### src/core/sapd_cfg.svh
// Timing counts and reset values for the serial auto powerdown controller.
`ifndef SAPD_CFG_SVH
`define SAPD_CFG_SVH

// Reference clock rate in hertz.
`define SAPD_CLK_HZ        64'd125000000
`define SAPD_NS_PER_S      64'd1000000000

// Inactivity interval before automatic powerdown, in seconds.
`define SAPD_IDLE_S        64'd30
`define SAPD_IDLE_CYC      (`SAPD_IDLE_S * `SAPD_CLK_HZ)

// Invalid-level persistence before the flag drops, in nanoseconds (least time, rounded up).
`define SAPD_INVALID_NS    64'd30000
`define SAPD_INVALID_CYC   ((`SAPD_INVALID_NS * `SAPD_CLK_HZ + `SAPD_NS_PER_S - 64'd1) / `SAPD_NS_PER_S)

// Valid-level delay before the flag rises, in nanoseconds.
`define SAPD_VALID_NS      64'd1000
`define SAPD_VALID_CYC     ((`SAPD_VALID_NS * `SAPD_CLK_HZ + `SAPD_NS_PER_S - 64'd1) / `SAPD_NS_PER_S)

// Recovery time from powerdown to active drivers, in nanoseconds.
`define SAPD_WAKE_NS       64'd100000
`define SAPD_WAKE_CYC      ((`SAPD_WAKE_NS * `SAPD_CLK_HZ + `SAPD_NS_PER_S - 64'd1) / `SAPD_NS_PER_S)

// Reset values.
`define SAPD_SYNC_RST      1'b0
`define SAPD_PRESENT_RST   1'b0

`endif

### src/core/sapd_pkg.sv
// Types shared by the serial auto powerdown controller.
package sapd_pkg;

    // Monitored line inputs, three of each kind.
    typedef struct packed {
        logic [2:0] drv;      // Driver (transmitter) logic inputs.
        logic [2:0] rx;       // Receiver data after slicing.
        logic [2:0] rx_valid; // Receiver sees a valid line level.
    } sapd_line_t;

    // Line driver side of the outputs.
    typedef struct packed {
        logic [2:0] data;
        logic [2:0] oe;
    } sapd_drive_t;

    // Power states, one-hot.
    typedef enum logic [2:0] {
        SAPD_ST_DOWN   = 3'b001,
        SAPD_ST_RAMP   = 3'b010,
        SAPD_ST_ACTIVE = 3'b100
    } sapd_state_t;

endpackage : sapd_pkg

### src/core/sapd_top.sv
// Powerdown controller of a three-driver, three-receiver serial line transceiver.
//
// Behaviour
// - Thirty seconds without any driver or receiver data input edge switches off charge pump and drivers.
// - In automatic powerdown, any driver or receiver input edge powers back up.
// - Inactivity powerdown works only with force-active low and force-shutdown high.
// - Force-active high blocks inactivity powerdown; force-shutdown low always powers down.
// - Any powerdown leaves the timer expired until force-active rises or an edge.
// - Flag drops after invalid levels persist on all receivers over 30 us.
// - The signal-present flag never changes power state by itself.
// - Recovery from powerdown to active drivers takes 100 us.
// - Flag rises 1 us after any receiver sees a valid level.
// - The flag keeps working in every power state.
// - Flag on force-shutdown: after cable return, wake needs a fresh edge.
// - In powerdown the drivers float while receivers keep working.
// - After force-active falls the part stays up a full 30 seconds.
`timescale 1ns/1ps
`default_nettype none
`include "sapd_cfg.svh"

module sapd_top
    import sapd_pkg::*;
#(
    parameter logic [31:0] IDLE_CYCLES = 32'(`SAPD_IDLE_CYC),
    parameter logic [15:0] WAKE_CYCLES = 16'(`SAPD_WAKE_CYC)
) (
    // Clock and reset.
    input  wire logic              ref_clk,
    input  wire logic              rst,
    // Host control inputs.
    input  wire logic              force_active_in,
    input  wire logic              force_shutdown_in,
    // Monitored line inputs.
    input  wire sapd_pkg::sapd_line_t line_in,
    // Line driver outputs and receiver outputs.
    output var sapd_pkg::sapd_drive_t tx_out,
    output logic [2:0]             rx_out,
    // Status.
    output logic                   sig_present,
    output logic                   pump_en,
    output logic                   pwr_active
);
    import sapd_pkg::*;

    localparam logic [11:0] INVALID_CYC = 12'(`SAPD_INVALID_CYC);
    localparam logic [7:0]  VALID_CYC   = 8'(`SAPD_VALID_CYC);

    ////////////////////////////////////////////////////////////////////////////////
    // Input synchronisation.

    sapd_line_t line_s;
    logic [1:0] ctl_s;
    logic       fa_s;
    logic       fsd_s;

    sapd_sync #(.WIDTH(9)) u_line_sync (
        .ref_clk    (ref_clk),
        .rst        (rst),
        .async_in   (line_in),
        .stable_out (line_s)
    );

    sapd_sync #(.WIDTH(2)) u_ctl_sync (
        .ref_clk    (ref_clk),
        .rst        (rst),
        .async_in   ({force_active_in, force_shutdown_in}),
        .stable_out (ctl_s)
    );

    assign fa_s  = ctl_s[1];
    assign fsd_s = ctl_s[0];

    ////////////////////////////////////////////////////////////////////////////////
    // Activity detection on driver and receiver data inputs.

    logic [5:0] act_prev_q;
    logic [5:0] act_prev_d;
    logic       activity;

    always_comb begin
        act_prev_d = {line_s.drv, line_s.rx};
        activity   = (act_prev_d != act_prev_q);
    end

    always_ff @(posedge ref_clk or posedge rst) begin
        if (rst) begin
            act_prev_q <= 6'h00;
        end else begin
            act_prev_q <= act_prev_d;
        end
    end

    ////////////////////////////////////////////////////////////////////////////////
    // Inactivity timer. It saturates in the expired state until something restarts it.

    logic [31:0] idle_cnt_q;
    logic [31:0] idle_cnt_d;
    logic        expired_q;
    logic        expired_d;

    always_comb begin
        idle_cnt_d = idle_cnt_q;
        expired_d  = expired_q;
        if (!fsd_s) begin
            expired_d = 1'b1;
        end else if (fa_s) begin
            // Held clear while forced on, so the full interval runs after the fall.
            idle_cnt_d = 32'h0000_0000;
            expired_d  = 1'b0;
        end else if (activity) begin
            idle_cnt_d = 32'h0000_0000;
            expired_d  = 1'b0;
        end else if (!expired_q) begin
            if (idle_cnt_q >= IDLE_CYCLES - 32'h1) begin
                expired_d = 1'b1;
            end else begin
                idle_cnt_d = idle_cnt_q + 32'h1;
            end
        end
    end

    always_ff @(posedge ref_clk or posedge rst) begin
        if (rst) begin
            idle_cnt_q <= 32'h0000_0000;
            expired_q  <= 1'b0;
        end else begin
            idle_cnt_q <= idle_cnt_d;
            expired_q  <= expired_d;
        end
    end

    ////////////////////////////////////////////////////////////////////////////////
    // Power state. The signal-present flag is deliberately not an input here.

    sapd_state_t state_q;
    sapd_state_t state_d;
    logic [15:0] wake_cnt_q;
    logic [15:0] wake_cnt_d;
    logic        down_req;

    always_comb begin
        down_req   = !fsd_s || (!fa_s && expired_q);
        state_d    = state_q;
        wake_cnt_d = wake_cnt_q;
        if (down_req) begin
            state_d    = SAPD_ST_DOWN;
            wake_cnt_d = 16'h0000;
        end else begin
            unique case (state_q)
                SAPD_ST_DOWN: begin
                    state_d    = SAPD_ST_RAMP;
                    wake_cnt_d = 16'h0000;
                end
                SAPD_ST_RAMP: begin
                    // The pump needs time to build its rails before drivers may enable.
                    if (wake_cnt_q >= WAKE_CYCLES - 16'h1) begin
                        state_d = SAPD_ST_ACTIVE;
                    end else begin
                        wake_cnt_d = wake_cnt_q + 16'h1;
                    end
                end
                SAPD_ST_ACTIVE: begin
                    state_d = SAPD_ST_ACTIVE;
                end
                default: begin
                    state_d = SAPD_ST_DOWN;
                end
            endcase
        end
    end

    always_ff @(posedge ref_clk or posedge rst) begin
        if (rst) begin
            state_q    <= SAPD_ST_DOWN;
            wake_cnt_q <= 16'h0000;
        end else begin
            state_q    <= state_d;
            wake_cnt_q <= wake_cnt_d;
        end
    end

    ////////////////////////////////////////////////////////////////////////////////
    // Signal-present flag, running in every power state.

    logic [11:0] inv_cnt_q;
    logic [11:0] inv_cnt_d;
    logic [7:0]  val_cnt_q;
    logic [7:0]  val_cnt_d;
    logic        present_q;
    logic        present_d;
    logic        any_valid;

    always_comb begin
        any_valid = |line_s.rx_valid;
        inv_cnt_d = inv_cnt_q;
        val_cnt_d = val_cnt_q;
        present_d = present_q;
        if (any_valid) begin
            inv_cnt_d = 12'h000;
            if (val_cnt_q >= VALID_CYC - 8'h1) begin
                present_d = 1'b1;
            end else begin
                val_cnt_d = val_cnt_q + 8'h1;
            end
        end else begin
            val_cnt_d = 8'h00;
            // Strictly more than the interval: one extra cycle past the count.
            if (inv_cnt_q >= INVALID_CYC) begin
                present_d = 1'b0;
            end else begin
                inv_cnt_d = inv_cnt_q + 12'h001;
            end
        end
    end

    always_ff @(posedge ref_clk or posedge rst) begin
        if (rst) begin
            inv_cnt_q <= 12'h000;
            val_cnt_q <= 8'h00;
            present_q <= `SAPD_PRESENT_RST;
        end else begin
            inv_cnt_q <= inv_cnt_d;
            val_cnt_q <= val_cnt_d;
            present_q <= present_d;
        end
    end

    ////////////////////////////////////////////////////////////////////////////////
    // Registered outputs. Drivers invert and float unless fully active; receivers always run.

    sapd_drive_t drive_q;
    sapd_drive_t drive_d;
    logic [2:0]  rx_out_q;
    logic [2:0]  rx_out_d;
    logic        pump_q;
    logic        pump_d;

    always_comb begin
        drive_d.data = ~line_s.drv;
        drive_d.oe   = (state_q == SAPD_ST_ACTIVE) ? 3'h7 : 3'h0;
        rx_out_d     = ~line_s.rx;
        pump_d       = (state_q != SAPD_ST_DOWN);
    end

    always_ff @(posedge ref_clk or posedge rst) begin
        if (rst) begin
            drive_q  <= '0;
            rx_out_q <= 3'h0;
            pump_q   <= 1'b0;
        end else begin
            drive_q  <= drive_d;
            rx_out_q <= rx_out_d;
            pump_q   <= pump_d;
        end
    end

    assign tx_out      = drive_q;
    assign rx_out      = rx_out_q;
    assign sig_present = present_q;
    assign pump_en     = pump_q;
    assign pwr_active  = drive_q.oe[0];
endmodule : sapd_top
`default_nettype wire

### src/core/sapd_sync.sv
// Three-stage input synchroniser that accepts a change once stages two and three agree.
`timescale 1ns/1ps
`default_nettype none
`include "sapd_cfg.svh"

module sapd_sync #(
    parameter int WIDTH = 1
) (
    // Clock and reset.
    input  wire logic             ref_clk,
    input  wire logic             rst,
    // Asynchronous input and filtered result.
    input  wire logic [WIDTH-1:0] async_in,
    output logic      [WIDTH-1:0] stable_out
);

    logic [WIDTH-1:0] s1_q;
    logic [WIDTH-1:0] s2_q;
    logic [WIDTH-1:0] s3_q;
    logic [WIDTH-1:0] stable_d;
    logic [WIDTH-1:0] stable_q;

    // Accept a bit only when the two late stages agree, so one-cycle metastable blips are dropped.
    always_comb begin
        stable_d = stable_q;
        for (int i = 0; i < WIDTH; i++) begin
            if (s2_q[i] == s3_q[i]) begin
                stable_d[i] = s3_q[i];
            end
        end
    end

    // Stage one feeds only stage two.
    always_ff @(posedge ref_clk or posedge rst) begin
        if (rst) begin
            s1_q     <= {WIDTH{`SAPD_SYNC_RST}};
            s2_q     <= {WIDTH{`SAPD_SYNC_RST}};
            s3_q     <= {WIDTH{`SAPD_SYNC_RST}};
            stable_q <= {WIDTH{`SAPD_SYNC_RST}};
        end else begin
            s1_q     <= async_in;
            s2_q     <= s1_q;
            s3_q     <= s2_q;
            stable_q <= stable_d;
        end
    end

    assign stable_out = stable_q;

endmodule : sapd_sync
`default_nettype wire

### config.mk
export PLATFORM = sky130hd
export DESIGN_NAME = sapd_top
export DESIGN_NICKNAME = d
export VERILOG_FILES = /design/src/core/sapd_pkg.sv /design/src/core/sapd_top.sv /design/src/core/sapd_sync.sv
export VERILOG_INCLUDE_DIRS = /design/src /design/src/core
export SDC_FILE = /design/constraint.sdc
export NUM_CORES = 1
export LEC_CHECK = 0
export CAP_MARGIN = 25
export CORE_MARGIN = 10
export CORE_UTILIZATION = 27
export CTS_CLUSTER_DIAMETER = 50
export DETAILED_ROUTE_END_ITERATION = 10
export DONT_BUFFER_PORTS = 1
export GPL_TIMING_DRIVEN = 1
export PLACE_DENSITY = 0.53
export SLEW_MARGIN = 25
export SYNTH_ARGS = -nofsm -noshare
export SYNTH_HDL_FRONTEND = slang
export SYNTH_SLANG_ARGS = --single-unit
### constraint.sdc
create_clock -name ref_clk -period 3.9 [get_ports ref_clk]
set_input_delay 0.39 -clock ref_clk [delete_from_list [all_inputs] [get_ports ref_clk]]
set_output_delay 0.39 -clock ref_clk [all_outputs]
set_load 0.01 [all_outputs]
Word level (Yosys, flattened, before mapping)

Cells that the tools add are included.
Widths: inputs -> output; s select.

Bits of input ports: 13
Bits in registers: 133
Word-level logic and storage cells: 95

Bitwise gates (word level): 2
Multiplexer cells: 23
Magnitude comparators: 4
Reductions and logical operators: 10
Add/subtract/negate cells: 4
Equal/unequal tests: 23

Operators with widths:

| kind                  | count |
|---|---|
| $mux 32               | 4 |
| $add 32x1->32 const B | 1 |
| $ge 32x32->1 const B  | 1 |
| $mux 16               | 2 |
| $pmux 16 s2           | 1 |
| $mux 12               | 2 |
| $add 16x1->16 const B | 1 |
| $ge 16x14->1 const B  | 1 |
| $mux 8                | 2 |
| $add 12x1->12 const B | 1 |
| $ge 12x12->1 const B  | 1 |
| $eq 1x1->1            | 11 |
| $mux 3                | 3 |
| $pmux 3 s3            | 1 |
| $add 8x1->8 const B   | 1 |
| $ge 8x7->1 const B    | 1 |
| $mux 1                | 8 |
| $ne 3x2->1 const B    | 2 |
| $ne 3x3->1 const B    | 2 |
| $ne 6x6->1            | 1 |
| $not 3->3             | 2 |
| $ne 2x2->1 const B    | 2 |
| $reduce_and 2->1      | 2 |
| $eq 3x1->1 const B    | 1 |
| other kinds (11)      | 12 |

Longest topological paths before layout

Word-level depth: 6
Depth in mapped cells: 9
Gate-level depth less buffers: 8

Cells and area by module

From an unflattened synthesis, not the netlist that was laid out.

Cell total of the unflattened synthesis: 556
Area, all modules: 5859.4 µm²

By module, submodules not included:

| module                  | cells an instance | instances | area each (µm²) | seq. area each (µm²) |
|---|---|---|---|---|
| sapd_top                | 499               | 1         | 4626.9          | 2178.3 |
| sapd_sync (u_line_sync) | 46                | 1         | 1006.0          | 900.9 |
| sapd_sync (u_ctl_sync)  | 11                | 1         | 226.5           | 200.2 |

Worst setup path after synthesis

No wires, ideal clock.

Path kind: reg-to-reg
From: register idle_cnt_q[21]
To: register idle_cnt_q[10]
Slack: 1530 ps
Cell stages (with the launch flop): 9
Arrival time: 2301 ps
Required time: 3831 ps
Path buffers: 2
Library setup time: 69 ps
Period minus slack after synthesis: 2370 ps
Path through: dfrtp_1 buf_6 or4_4 nor4b_2 o21ai_2 a21o_1 buf_6 or4_1 nand3_1

Longest elaborated chain between the ends: 3

Ends and longest elaborated chain:

| what                              | line            | source |
|---|---|---|
| from (decl)                       | sapd_top.sv:96  | `logic [31:0] idle_cnt_q;` |
| from (signal assigned)            | sapd_top.sv:127 | `idle_cnt_q <= idle_cnt_d;` |
| $ge 32x32->1                      | sapd_top.sv:114 | `if (idle_cnt_q >= IDLE_CYCLES - 32'h1) begin` |
| $ne 3x2->1 (no source line)       | n/a             |  |
| $reduce_and 3->1 (no source line) | n/a             |  |

No other way between the ends.
A chain may end at the register's enable or synchronous reset.

Worst setup path after layout

From: register idle_cnt_q[21]
To: register idle_cnt_q[28]

Longest elaborated chain between the ends: 5
Elaborated cells on any way between the ends: 8
Those cells by class: add/sub (1); order compare (1); eq/ne (1); mux (4); reduce/logical (1)

Ends and longest elaborated chain:

| what          | line            | source |
|---|---|---|
| $add 32x1->32 | sapd_top.sv:117 | `idle_cnt_d = idle_cnt_q + 32'h1;` |
| $mux 32       | sapd_top.sv:114 |  |
| $mux 32       | sapd_top.sv:113 | `end else if (!expired_q) begin` |
| $mux 32       | sapd_top.sv:110 | `end else if (activity) begin` |
| $mux 32       | sapd_top.sv:106 | `end else if (fa_s) begin` |

Parallel ways exist; a longest one is shown, timed or not. The select of a mux whose other input is x is not followed.

==> key figures <==
Timing
  • Final hold slack: -0.0440 ns
  • Worst Tran Pin Value: 0.979 ns
  • Fin. max-slew vios: 0
  • Slew margin rel.: 34.8%
  • Fmax: 361 MHz
  • Setup TNS Final: 0 ns
  • RSZ-0062 raised after global routing: false
  • Period utilization: 71.1%
  • Final-report hold violation count: 85
  • Final min period: approximately 2.8 ns
  • Layout Skew: 0.00608 ns
  • # setup viols final: 0

Yosys
  • #FFs+latches synth: between 100 and 150
  • Mapped Area: ~5800 um^2
  • Ys Warns: 0
  • Mapped Nets: 570
  • Top FF cell, synth: dfrtp_1
  • Post-synth EDFFs: 0
  • Synthesized instance count: 551
  • Library cells used by synthesis: 59
  • Register area share after synthesis: between 50% and 60%
  • Avg Cell Area, Syn: 10.6 um^2
  • Async SR Flop Fraction: 100%

Clock network
  • CTS H-tree depth: 4
  • Clock Tree Buf Depth: 2
  • Clk sinks: between 100 and 150
  • Num CTS Buffers: 17
  • Post-CTS Setup Repair Bufs: 0
  • CTS tree: done
  • Clk root buf: clkbuf_16
  • Post_cts resized: 0
  • Clk Latency, worst-skew pair: 0.42 ns
  • CTS clock-pin slew for the worst setup and hold paths: around 0.06 ns
  • Cts hold-fix bufs: 11

Setup path
  • Critical Path Slowest Stage Cell: a2111oi_0
  • CP Buf/Inv Count: 0
  • CP Capture Type: flip-flop
  • Cell Chain, Critical Path: or4_4 -> nor4b_2 -> o21ai_2 -> a2111oi_0 -> o21ai_0 -> a22o_1
  • CP delay by family, top: compound AO/OA/AOI/OAI gates
  • Crit path largest cell delay: 0.77 ns
  • Critical path class: reg -> reg
  • Worst R2R Path Depth: 6
  • Critical path arrival: 3.07 ns
  • Worst endpoint required time: 4.20 ns
  • Crit path depth: 6
  • CP startpoint kind: flip-flop
  • CP max FO: 9

GRT
  • Number of global-route vias before repair: 4378
  • Initial antenna violation count: 0
  • GRT Overall Usage: 9.13%
  • Grt total ovfl: 0
  • Largest net degree at the start of global routing: 107
  • First-pass GRT wire length: 21.4 mm

Worst hold path
  • Type of the worst min-delay path: in -> async

Die
  • Die H: 167 um
  • Cell Rows: 53
  • DIE WIDTH: 167 um
  • Core footprint: about 21000 um^2
  • Die area: roughly 28000 um^2
  • IO Pins: 25
  • Starting density of the core: between 20% and 30%

Final layout
  • Fill cells: 2132
  • Area Overhead vs Synth: 17.4%
  • Final Non-Filler Cells: 853
  • Register area: between 3000 and 4000 um^2
  • Area of the multi-input gates: 2360 um^2
  • NumNets Final: 584
  • Share of layout cells above drive strength 1: under 10%
  • Diodes inserted: 0

Status
  • Failing checks: negative hold slack
  • Outcome: finished with violations

Job
  • # Max-Cap Violations: 0

Routing
  • DR vias: 4307
  • Post-route ant nets: 0
  • DRT Pass-1 Iters: 4
  • DRT Wirelength: 12.4 mm
  • DRC viols: 0
  • Initial drt markers: 228
  • Routed WL per cell: 14.6 um
  • Drt via density: 5.05

Power and ir drop
  • Peak supply drop: 0.000353 V
  • Power density cells: 493 nW/um^2
  • Leak Pwr: 2.87 nW

Placement
  • Final HPWL DP: 8.03 mm
  • Port bufs: 0
  • Placer congestion estimate: between 0.8 and 0.9
  • Cells after DPL: 810
==> path summary, 6_finish.rpt <==
path / from / to / slack, ns
max: idle_cnt_q[21]$_DFFE_PP0P_ / idle_cnt_q[28]$_DFFE_PP0P_ / 1.13
min: rst / wake_cnt_q[6]$_DFFE_PP0P_ / -0.04
max in group asynchronous: rst / u_ctl_sync.stable_out[0]$_DFFE_PP0N_ / 3.11
min in group ref_clk: u_line_sync.s1_q[3]$_DFF_PP0_ / u_line_sync.s2_q[3]$_DFF_PP0_ / 0.34
max reg2reg: idle_cnt_q[21]$_DFFE_PP0P_ / idle_cnt_q[28]$_DFFE_PP0P_ / 1.13
min reg2reg: u_line_sync.s1_q[3]$_DFF_PP0_ / u_line_sync.s2_q[3]$_DFF_PP0_ / 0.34
==> registers in the layout (all words and copies together) (netlist names), 2 cells and up <==
signal,flops
u_line_sync.s2_q,9
u_ctl_sync.s1_q,2
u_line_sync.stable_out,9
tx_out,4
u_ctl_sync.stable_out,2
u_line_sync.s1_q,9
rx_out,3
u_ctl_sync.s2_q,2
wake_cnt_q,16
state_q,3
inv_cnt_q,12
act_prev_q,6
u_ctl_sync.s3_q,2
u_line_sync.s3_q,9
val_cnt_q,8
idle_cnt_q,32
==> placed cells by master, fill, tap and decap left out, types with 9 or more instances in the layout <==
master / synthesis / layout
o311ai_0: 9 / 9
dfrtp_1: 130 / 130
nor4_1: 9 / 9
o21ai_0: 20 / 20
maj3_1: 11 / 11
nor2_1: 48 / 48
a31oi_1: 9 / 9
inv_1: 16 / 15
nand3_1: 53 / 53
o211ai_1: 14 / 14
clkbuf_16: 0 / 17
dlygate4sd3_1: 0 / 11
nand2_1: 54 / 54
xor2_1: 13 / 13
or4_1: 14 / 14
nand4_1: 10 / 10
==> metal layers <==
| metal | GRT usage, % | vias to the layer above | part of all wire (%) |
|---|---|---|---|
| met5 | 0 | - | 0 |
| met4 | 5.19 | 0 | 2.8 |
| met3 | 2.31 | 27 | 3.6 |
| met2 | 14.1 | 96 | 47 |
| met1 | 11.3 | 2137 | 46 |
| li1 | - | 2047 | - |
==> kinds of logic after synthesis <==
logic type / count (synthesis) / synth area share [%]
compound gates: 105 / 13.2
xor+xnor: 21 / 3.16
fa+ha+maj: 17 / 3.18
buf+inv: 39 / 3.14
flops: 131 / 56.4
mux: 1 / 0.194
simple gates: 237 / 20.8
==> Yosys cell counts, drive strengths merged, types with 2 or more instances <==
library cell,n,area (um^2)
o21bai,2,15.0
clkbuf,15,56.3
nand4,10,62.6
inv,16,60.1
a2111oi,4,35.0
o31ai,2,15.0
o21ai,23,119
nor4,9,56.3
nor2,48,180
ha,6,75.1
nand2b,4,25.0
maj3,11,110
xor2,13,114
o41ai,3,33.8
buf,8,66.3
a21oi,8,43.8
and4,7,61.3
nor2b,2,12.5
or3,4,25.0
a22o,8,70.1
xnor2,8,70.1
nor3b,3,22.5
a211o,2,17.5
nor3,8,40.0
and2,6,37.5
and3,8,50.1
a21o,3,22.5
o21a,2,15.0
o211ai,14,105
dfrtp,130,3250
or4,15,116
a31o,2,17.5
or2,3,18.8
nand3,53,265
a31oi,9,56.3
o311ai,10,87.6
a211oi,4,30.0
o31a,2,17.5
nand2,54,203
==> power breakdown <==
part	internal, W	switching, W
Clock	0.00106	0.000581
Combinational	0.0000744	0.000136
Sequential	0.00144	0.0000736
Total	0.00258	0.000791
==> stage by stage <==
| step | utilization (%) | power [W] | area [um^2] | worst slack, ns |
|---|---|---|---|---|
| 3_5_place_dp | 28.9 | 0.00174 | 6100 | 1.18 |
| 6_report | 32.4 | 0.00337 | 6830 | 1.13 |
| 3_3_place_gp | 28.9 | 0.00173 | 6100 | 1.06 |
| 4_1_cts | 32.3 | 0.00343 | 6820 | 1.15 |
| 2_1_floorplan | - | 0.00168 | 5820 | 0.0140 |
| 5_1_grt | 32.4 | 0.00352 | 6830 | 0.842 |
==> area by class of cell <==
type / instances / area share (%)
clock inverter: 14 / 2.71
clock buffer: 18 / 6.28
inverter: 16 / 0.989
sequential: 131 / 48.0
timing repair buffer: 18 / 2.38
multi-input combinational: 381 / 34.6
tap: 275 / 5.04
Note: power is estimated with default switching activity, not from simulation.
